==> config.mk <==
export PLATFORM = sky130hd
export DESIGN_NAME = pcpd_core
export DESIGN_NICKNAME = d
export VERILOG_FILES = /design/src/rtl/pcpd_pkg.sv /design/src/rtl/pcpd_core.sv /design/src/rtl/pcpd_keeper.sv
export SDC_FILE = /design/constraint.sdc
export NUM_CORES = 1
export LEC_CHECK = 0
export BUFFER_PORTS_ARGS = -buffer_cell sky130_fd_sc_hd__buf_4
export CAP_MARGIN = 40
export CORE_MARGIN = 2
export CORE_UTILIZATION = 30
export DETAILED_ROUTE_END_ITERATION = 7
export HOLD_SLACK_MARGIN = 0.03
export PLACE_DENSITY = 0.52
export SETUP_SLACK_MARGIN = 0.1
export SLEW_MARGIN = 20
export SYNTH_ARGS = -nofsm -noshare
export SYNTH_HDL_FRONTEND = slang
export SYNTH_SLANG_ARGS = --single-unit
==> constraint.sdc <==
create_clock -name clk_sys -period 2 [get_ports clk_sys]
set_input_delay 0 -clock clk_sys [delete_from_list [all_inputs] [get_ports clk_sys]]
set_output_delay 0 -clock clk_sys [all_outputs]
set_load 0.005 [all_outputs]
==> src/rtl/pcpd_pkg.sv <==
// Shared constants and carriers for the pin-controlled power-down block.
// Assumes a single 20 MHz system clock; all pins are synchronous to it.
package pcpd_pkg;

  // ==========================================================================
  // Widths
  localparam int unsigned PIN_WIDTH = 8;

  // ==========================================================================
  // Timing
  localparam int unsigned CLK_PERIOD_NS = 50;
  localparam int unsigned WAKE_TIME_US  = 1;
  // Longest time: round down, at least one cycle
  localparam int unsigned WAKE_CYCLES_RAW = (WAKE_TIME_US * 1000) / CLK_PERIOD_NS;
  localparam int unsigned WAKE_CYCLES     = (WAKE_CYCLES_RAW < 1) ? 1 : WAKE_CYCLES_RAW;
  localparam int unsigned WAKE_CNT_WIDTH  = 8;

  // ==========================================================================
  // Reset values
  localparam logic [PIN_WIDTH-1:0] STATE_RESET = 8'h00;

  // ==========================================================================
  // Modes
  typedef enum logic [1:0] {
    PCPD_RUN   = 2'b00,
    PCPD_DOWN  = 2'b01,
    PCPD_WAKE  = 2'b10
  } pcpd_mode_e;

  // Pin group: value and enable driven onto the pad
  typedef struct packed {
    logic [PIN_WIDTH-1:0] out_val;
    logic [PIN_WIDTH-1:0] out_en;
  } pcpd_drive_s;

endpackage

==> src/rtl/pcpd_core.sv <==
// Pin-controlled power-down control: freezes state and outputs while the
// request pin is high, blocks inputs, and keeps pin levels held.
// Assumes the far side sequences inputs, enables and clocks around the
// request edges; one clock domain, no software registers.
//
// Summary of operation
// - Enabled option: pin high requests power-down
// - Register and output values frozen while down
// - Tri-stated outputs stay tri-stated while down
// - All inputs except request blocked while down
// - Pin hold latches keep last level
// - Without option the pin is ordinary
// - Request pin array input lost; feedback kept
// - Inputs accepted within 1 us after fall
// - Valid updating outputs within 1 us
`timescale 1ns/100ps
module pcpd_core #(
  parameter int unsigned WIDTH       = pcpd_pkg::PIN_WIDTH,
  parameter int unsigned WAKE_CYCLES = pcpd_pkg::WAKE_CYCLES
) (
  input  wire logic             clk_sys,
  input  wire logic             reset_n,
  input  wire logic             power_down_enable,
  input  wire logic             power_down_pin_in,
  output logic                  power_down_pin_out,
  output logic                  power_down_pin_oe,
  input  wire logic [WIDTH-1:0] pin_in,
  input  wire logic [WIDTH-1:0] pin_driven,
  input  wire logic [WIDTH-1:0] user_next_out,
  input  wire logic [WIDTH-1:0] user_next_oe,
  input  wire logic [WIDTH-1:0] user_next_state,
  output logic                  pd_pin_user_out,
  input  wire logic             pd_pin_user_oe,
  output logic [WIDTH-1:0]      array_in,
  output logic                  array_pd_in,
  output logic [WIDTH-1:0]      state_q,
  output logic [WIDTH-1:0]      pin_out,
  output logic [WIDTH-1:0]      pin_oe,
  output logic                  powered_down,
  output logic                  awake
);

  // ==========================================================================
  // Mode control
  pcpd_pkg::pcpd_mode_e            mode;
  pcpd_pkg::pcpd_mode_e            next_mode;
  logic [pcpd_pkg::WAKE_CNT_WIDTH-1:0] wake_cnt;
  logic                            request;
  logic                            frozen;
  logic [WIDTH-1:0]                kept;
  logic [WIDTH-1:0]                in_hold;
  pcpd_pkg::pcpd_drive_s           drive;

  // ==========================================================================
  // Mode decode, shared by the freeze term and the status flags
  function automatic logic mode_is(
    input pcpd_pkg::pcpd_mode_e m,
    input pcpd_pkg::pcpd_mode_e want
  );
    return (m == want);
  endfunction

  // ==========================================================================
  // Freeze
  assign request = power_down_enable & power_down_pin_in;
  // Outputs and state freeze in the same cycle the request is seen, and stay
  // frozen for the edge at which it falls: pads may still be settling then,
  // so nothing is taken until the far side has had one full cycle to recover
  assign frozen  = request | mode_is(mode, pcpd_pkg::PCPD_DOWN);

  always_comb begin
    next_mode = mode;
    case (mode)
      pcpd_pkg::PCPD_RUN: begin
        if (request) begin
          next_mode = pcpd_pkg::PCPD_DOWN;
        end
      end
      pcpd_pkg::PCPD_DOWN: begin
        if (!request) begin
          next_mode = pcpd_pkg::PCPD_WAKE;
        end
      end
      pcpd_pkg::PCPD_WAKE: begin
        // A new request inside the wake window goes straight back down
        if (request) begin
          next_mode = pcpd_pkg::PCPD_DOWN;
        end else if (wake_cnt == pcpd_pkg::WAKE_CNT_WIDTH'(WAKE_CYCLES - 1)) begin
          next_mode = pcpd_pkg::PCPD_RUN;
        end
      end
      default: begin
        next_mode = pcpd_pkg::PCPD_RUN;
      end
    endcase
  end

  always_ff @(posedge clk_sys or negedge reset_n) begin
    if (!reset_n) begin
      mode <= pcpd_pkg::PCPD_RUN;
    end else begin
      mode <= next_mode;
    end
  end

  // Wake window counter; the block is already live during it, the count only
  // reports the guaranteed bound to the system
  always_ff @(posedge clk_sys or negedge reset_n) begin
    if (!reset_n) begin
      wake_cnt <= '0;
    end else if (mode == pcpd_pkg::PCPD_WAKE && !request) begin
      wake_cnt <= wake_cnt + 1'b1;
    end else begin
      wake_cnt <= '0;
    end
  end

  // ==========================================================================
  // Pin keepers
  // The block's own enables count as drivers: a pin it drives never needs
  // holding, and its read-back follows the level it puts out
  pcpd_keeper #(
    .WIDTH (WIDTH)
  ) u_keeper (
    .clk_sys    (clk_sys),
    .reset_n    (reset_n),
    .pad_in     (pin_in),
    .pad_driven (pin_driven),
    .ext_en     (pin_oe),
    .kept       (kept)
  );

  // ==========================================================================
  // Input blocking: the array sees the last level taken before power-down
  always_ff @(posedge clk_sys or negedge reset_n) begin
    if (!reset_n) begin
      in_hold <= '0;
    end else if (!frozen) begin
      in_hold <= kept;
    end
  end

  always_ff @(posedge clk_sys or negedge reset_n) begin
    if (!reset_n) begin
      array_in <= '0;
    end else if (!frozen) begin
      array_in <= kept;
    end else begin
      array_in <= in_hold;
    end
  end

  // With the option on, the request pin never reaches the array; it is parked
  // low so that toggling the request cannot disturb logic that reads it
  always_ff @(posedge clk_sys or negedge reset_n) begin
    if (!reset_n) begin
      array_pd_in <= 1'b0;
    end else if (power_down_enable) begin
      array_pd_in <= 1'b0;
    end else begin
      array_pd_in <= power_down_pin_in;
    end
  end

  // ==========================================================================
  // State and output freeze
  // A frozen edge drops the user's next values; the user logic presents them
  // again afterwards, since it computes them from the held state
  always_ff @(posedge clk_sys or negedge reset_n) begin
    if (!reset_n) begin
      state_q <= pcpd_pkg::STATE_RESET;
    end else if (!frozen) begin
      state_q <= user_next_state;
    end
  end

  always_ff @(posedge clk_sys or negedge reset_n) begin
    if (!reset_n) begin
      drive <= '0;
    end else if (!frozen) begin
      drive.out_val <= user_next_out;
      drive.out_en  <= user_next_oe;
    end
  end

  assign pin_out = drive.out_val;
  assign pin_oe  = drive.out_en;

  // ==========================================================================
  // Request pin as an ordinary pin when the option is off; its macrocell
  // feedback stays available either way
  // Limitation: as an ordinary pin it lags the macrocell by one cycle, since
  // the pad drive is a registered copy
  always_ff @(posedge clk_sys or negedge reset_n) begin
    if (!reset_n) begin
      power_down_pin_out <= 1'b0;
      power_down_pin_oe  <= 1'b0;
    end else if (power_down_enable) begin
      power_down_pin_oe  <= 1'b0;
    end else begin
      power_down_pin_out <= state_q[0];
      power_down_pin_oe  <= pd_pin_user_oe;
    end
  end

  assign pd_pin_user_out = state_q[0];

  // ==========================================================================
  // Status flags
  // Registered from the next mode, so they change with the mode register
  // and carry no decode glitch out to the pins
  always_ff @(posedge clk_sys or negedge reset_n) begin
    if (!reset_n) begin
      powered_down <= 1'b0;
      awake        <= 1'b1;
    end else begin
      powered_down <= mode_is(next_mode, pcpd_pkg::PCPD_DOWN);
      awake        <= mode_is(next_mode, pcpd_pkg::PCPD_RUN);
    end
  end

endmodule

==> src/rtl/pcpd_keeper.sv <==
// Hold latch for a group of input and bidirectional pins.
// Assumes pad levels are sampled synchronously; a pin not driven by anyone
// is flagged by the pad model via pad_driven low, whatever level it then presents.
`timescale 1ns/100ps
module pcpd_keeper #(
  parameter int unsigned WIDTH = 8
) (
  input  wire logic             clk_sys,
  input  wire logic             reset_n,
  input  wire logic [WIDTH-1:0] pad_in,
  input  wire logic [WIDTH-1:0] pad_driven,
  input  wire logic [WIDTH-1:0] ext_en,
  output logic      [WIDTH-1:0] kept
);

  // ==========================================================================
  // Keeper: a driven pin updates, an undriven one keeps its last level
  always_ff @(posedge clk_sys or negedge reset_n) begin
    if (!reset_n) begin
      kept <= '0;
    end else begin
      for (int i = 0; i < WIDTH; i++) begin
        if (pad_driven[i] || ext_en[i]) begin
          kept[i] <= pad_in[i];
        end
      end
    end
  end

endmodule

Word level (Yosys, flattened, before mapping)
Index checks and enable logic that the tools add are counted.
{"block": "op_classes", "muxes": 8, "eq_ne": 4, "bitwise": 2, "n_addsub": 1, "n_reduce_logical": 12}
{"op": "adder 8 x 1 -> 8 bit (second input constant)", "count": 1}
{"op": "== test 8 x 5 -> 1 bit (second input constant)", "count": 1}
{"op": "logical OR 1 bit", "count": 8}
{"op": "2-to-1 mux 2 bit", "count": 4}
{"op": "2-to-1 mux 8 bit", "count": 1}
{"op": "case mux 2 bit (3 select lines)", "count": 1}
{"op": "== test 2 x 1 -> 1 bit (second input constant)", "count": 2}
{"op": "zero test 2 bit", "count": 2}
{"op": "== test 2 bit (second input constant)", "count": 1}
{"op": "2-to-1 mux 1 bit", "count": 2}
{"op": "AND 1 bit", "count": 1}
{"op": "logical AND 1 bit", "count": 1}
{"op": "zero test 1 bit", "count": 1}
{"op": "OR 1 bit", "count": 1}
{"block": "word_totals", "reg_bits": 55, "elab_cells": 46}

Depth between registers and ports, before layout
{"block": "logic_depth", "depth_word": 5, "depth_mapped": 4, "mapped_depth_nobuf": 4}

Cells and area by module
Synthesis repeated with hierarchy kept, for this count alone.
{"block": "unflattened", "cells_unflattened": 147, "hier_area_um2": 2132.0}
{"mod": "pcpd_core", "seq_area_each_um2": 1177.4, "cells_per_inst": 123, "n_inst": 1, "area_per_inst_um2": 1811.7}
{"mod": "pcpd_keeper", "seq_area_each_um2": 200.2, "cells_per_inst": 24, "n_inst": 1, "area_per_inst_um2": 320.3}

Worst setup path before layout
Ideal clock, no wire load.
{"block": "synth_timing", "kind": "reg2reg", "start": "register wake_cnt[3] (netlist bit)", "end": "register mode[1]", "arrival_time_ns": 1.222, "path_buffers": 0, "t_required_ns": 1.867, "stages_incl_launch_ff": 4, "setup_slack_ns": 0.645, "period_less_slack_ns": 1.355, "cell_sequence": "dfrtp_1 > or4b_1 > o31ai_2 > a21boi_0"}
{"block": "synth_between", "elab_chain_len": 4}
{"item": "start, declared", "line_no": "pcpd_core.sv:47", "source": "logic [pcpd_pkg::WAKE_CNT_WIDTH-1:0] wake_cnt;"}
{"item": "start signal, assigned", "line_no": "pcpd_core.sv:112", "source": "wake_cnt <= wake_cnt + 1'b1;"}
{"item": "== test 8 x 5 -> 1 bit", "line_no": "pcpd_core.sv:88", "source": "end else if (wake_cnt == pcpd_pkg::WAKE_CNT_WIDTH'(WAKE_CYCLES - 1)) begin"}
{"item": "2-to-1 mux 2 bit", "line_no": "pcpd_core.sv:88"}
{"item": "2-to-1 mux 2 bit", "line_no": "pcpd_core.sv:86", "source": "if (request) begin"}
{"item": "case mux 2 bit (3 select lines)", "line_no": "pcpd_core.sv:73", "source": "case (mode)"}
{"item": "named net next_mode[1]", "line_no": "pcpd_core.sv:46", "source": "pcpd_pkg::pcpd_mode_e next_mode;"}
{"item": "end signal, assigned", "line_no": "pcpd_core.sv:100", "source": "mode <= pcpd_pkg::PCPD_RUN;"}
{"item": "end signal, assigned", "line_no": "pcpd_core.sv:102", "source": "mode <= next_mode;"}
{"item": "end, declared", "line_no": "pcpd_core.sv:45", "source": "pcpd_pkg::pcpd_mode_e mode;"}
The timed path passes the listed nets, and every way through them passes these cells.
A chain may end at the register's enable or synchronous reset.

Final worst setup path
{"block": "layout_timing", "start": "register drive (netlist bit pin_oe[3])", "end": "register u_keeper.kept[3]"}
{"block": "layout_between", "elab_chain_len": 1}
{"item": "start, declared", "line_no": "pcpd_core.sv:52", "source": "pcpd_pkg::pcpd_drive_s drive;"}
{"item": "logical OR 1 bit", "line_no": "pcpd_keeper.sv:23", "source": "if (pad_driven[i] || ext_en[i]) begin"}
{"item": "end signal, assigned by index", "line_no": "pcpd_keeper.sv:24", "source": "kept[i] <= pad_in[i];"}
{"item": "end, declared", "line_no": "pcpd_keeper.sv:13", "source": "output logic [WIDTH-1:0] kept"}
Every way passes these cells.

==> run summary <==
The run finished with clean final reports. Yosys mapped a number of flops with a built-in enable equal to 0. The data arrival time of the critical path is 1.72 ns. The number of nets at the end of the flow came out at 322.

The count of antenna-violating nets left after detailed routing came out at 0. The final number of hold-violating endpoints is 0. In this design, the largest share of critical-path delay is due to buffers and inverters. The initial detailed-routing violation count came out at 74. The layout has ~630 filler cells. The first-pass GRT wire length came out at about 7.5 mm. For this run, the register share of the synthesized area comes to 64.6%. The worst min-delay path class is input port to flip-flop. By count the netlist is led by sky130_fd_sc_hd__dfrtp_1, sky130_fd_sc_hd__mux2_2, sky130_fd_sc_hd__nor2_1. The number of instances in the placed design is 322. Clock skew on the completed layout was measured at 0.00887 ns. Measured against its own limit, the worst slew margin works out to between 50 and 60%. The total half-perimeter wirelength after legalization and detailed placement came out at 3.09 mm. The maximum number of pins on one net before global-route repair is 56. The clock passes through at most 2 buffers.

The count of vias placed by the detailed router came out at 1611. The critical path goes through nor2_1 -> mux2_2 -> dlygate4sd3_1. Across the VDD grid, the largest voltage drop is ~0.28 mV. The worst slack after detailed placement is roughly 0.57 ns. The minimum setup slack among reg-to-reg paths came out at 0.48 ns.

The period utilization is 76.2%. The site row count is 30. The die width came out at 88.3 um. The worst-skew pair later-pin latency came out at approximately 0.31 ns.

The critical path runs through a total of 3 cells. Counting I/O delays and the setup requirement, the final critical path takes 1.52 ns. The clock net sink count came out at 55. The die covers 7800 um2. Setup violations remaining at the end of the flow were counted as 0. The boundary pin count is 83. The launch point of the worst reg-to-reg path is pin_oe[3].

The data required time of the worst path came out at 2.20 ns. The number of max-capacitance violations reported came out at 0. The number of buffers inserted by port buffering came out at 82. The mean instance size in the synthesized netlist is 14.5 um2. STA classifies the critical path endpoint as a flip-flop. The total grt overflow came out at 0. The area of the mapped netlist came out at between 2000 and 2500 um2. The total setup buffers inserted after CTS is 0. The clock transition at the registers of the reported paths is about 0.10 ns. The die height is 88.3 um.

The total iterations of the first detailed-routing run came out at 3. The endpoint of the worst-slack reg-to-reg timing path is u_keeper.kept[3]. Setup repair after global routing left no endpoint under its margin. The register area came out at 1380 um2. The top fanout value on the critical path is 3. The worst setup path is of the flip-flop to flip-flop kind. The most critical setup path has its endpoint at u_keeper.kept[3].

The number of nets in the synthesized netlist is 193. The number of antenna violations at the first check in global routing is 0. The upper clock frequency limit came out at 656 MHz. The number of different library cells used by synthesis comes to 25. The worst setup path is launched from a flip-flop. The worst setup slack after layout came out at ~0.48 ns. The cell depth of the worst flop-to-flop path came out at 3.

The via-per-instance ratio came out at 4.32. The hold-fix buffer count after cts came out at 42. The synthesis-to-layout area growth is 58.6%.

The launch instance of the worst min-delay path is pin_driven[4]. The total clock buffers created by CTS is 5. The critical path starts at pin_oe[3]. The static leakage is 1.54 nW. Summed over its instances, the top area cell type makes up 63.4% of the synthesized netlist area. Leaving out filler cells and counting taps, the final layout contains 373. The buffering stage count on the worst path with inverters included is 1. At the pin with the least slew margin, the transition time is 0.706 ns. TritonCTS built the clock tree.

The main flop type after synthesis is sky130_fd_sc_hd__dfrtp_1. The number of diodes added for antenna fixing is 0. The starting density of the core is a little under a third. The post-detailed-routing wire length came out at 4.80 mm. The cell with the largest stage delay on the worst path is sky130_fd_sc_hd__dlygate4sd3_1. The per-cell routed wire length is ~13 um.

During synthesis, Yosys emitted a total of 0 warnings. The floorplan step defined a core boundary enclosing 6830 um2. Summing all multi-input logic gate instances after layout gives 728 um2. After detailed routing, the number of remaining DRC violations is 0. The most common cell in the synthesized netlist is sky130_fd_sc_hd__dfrtp_1. The biggest area contributor in the post-synthesis netlist is sky130_fd_sc_hd__dfrtp_1. At the end of routability-driven placement, the weighted congestion stood at between 0.7 and 0.8. The root buffer cell chosen for the clock tree is sky130_fd_sc_hd__clkbuf_8. The maximum single-stage delay on the critical path came out at 0.55 ns. The cell count after synthesis came out at 147.

The post-cts gate resize count came out at 0. The total routing resource utilization after global routing is 12.6%. The number of global-route vias before repair came out at 1640.

The final-report max-slew violation count came out at 0. The async set-reset flop share out of synthesis came out at 100%. The power per cell area came out at 725 nW/um2. Yosys attributes the largest share of cell area to sky130_fd_sc_hd__dfrtp_1, sky130_fd_sc_hd__mux2_2, sky130_fd_sc_hd__nor2_1, sky130_fd_sc_hd__dfstp_2, sky130_fd_sc_hd__a21oi_1. The share of cells above drive strength 1 came out at 48.4%. The final-layout setup total negative slack is 0 ns.

The register bit total from synthesis is 55. The number of H-tree branching levels is 2.
## power breakdown
group          switching, mW  total [mW]  internal, mW  leakage (nW)
registers             0.0691        1.31          1.24         0.664
logic                  0.176       0.543         0.367         0.830
clock network          0.355       0.601         0.246        0.0412
total                  0.600        2.45          1.85          1.54
## worst min path at each step
stage	to	slack [ns]	cells past startpoint
2_1_floorplan	array_in[0]	-0.30	0
3_3_place_gp	power_down_pin_oe	0.12	1
3_5_place_dp	power_down_pin_out	0.11	1
4_1_cts	u_keeper.kept[5]	0.03	3
5_1_grt	u_keeper.kept[4]	0.04	3
6_report	u_keeper.kept[4]	0.04	3
## layout by cell type, fill, tap and decap left out, drive strengths merged, types with 2 or more instances in the layout
cell type,Yosys,final
dlygate4sd3,0,43
nand2,5,5
nand2b,3,3
mux2,41,41
dfrtp,54,54
o21ai,2,2
xor2,2,2
a21oi,5,5
nor2,11,11
or3,2,2
nor2b,3,3
clkbuf,0,6
nand3,4,4
buf,4,83
## through the flow
step           hold slack (ns)  util (%)  area [um2]  total power [mW]
2_1_floorplan           -0.296         -        2130              1.51
3_3_place_gp             0.116      41.9        2870              1.80
3_5_place_dp             0.109      41.9        2870              1.81
4_1_cts                 0.0311      49.3        3370              2.50
5_1_grt                 0.0425      49.5        3380              2.60
6_report                0.0439      49.5        3380              2.45
## final cells by class
cell class / instances / area share, %
flip-flops and latches: 55 / 40.7
repair buffers: 126 / 31.5
multi-input cells: 87 / 21.5
well taps: 96 / 3.55
clock buffers: 6 / 2.15
clock inverters: 2 / 0.370
inverters: 1 / 0.111
## routing by layer
| metal | GRT usage [%] | wire [um] | part of all wire [%] | vias to the layer above |
|---|---|---|---|---|
| li1 | - | - | - | 765 |
| met1 | 14.9 | 1930 | 40 | 785 |
| met2 | 21.9 | 2530 | 53 | 53 |
| met3 | 3.17 | 271 | 5.6 | 8 |
| met4 | 5.37 | 74 | 1.5 | 0 |
| met5 | 0 | 0 | 0 | - |
## kinds of logic after synthesis
group	synth area share [%]
DFF	64.6
muxes	22.1
and+or+nand+nor	7.57
AOI/OAI and AO/OA	3.05
buffers and inverters	1.23
xor gates and xnor gates	0.822
adders and majority gates	0.587
## flip-flops by register name, indices dropped and copies added (netlist names)
signal              cells
u_keeper.kept           8
powered_down            1
state_q                 8
pin_oe                  8
array_pd_in             1
wake_cnt                8
pin_out                 8
power_down_pin_oe       1
power_down_pin_out      1
array_in                8
awake                   1
mode                    2
## worst reg2reg max path: cells and delay by family, from the launching register on
kind	cells	cell delay (ns)
buffers and inverters	1	0.55
DFF	1	0.40
muxes	1	0.34
and+or+nand+nor	1	0.14
(Power assumes the default switching activity.)
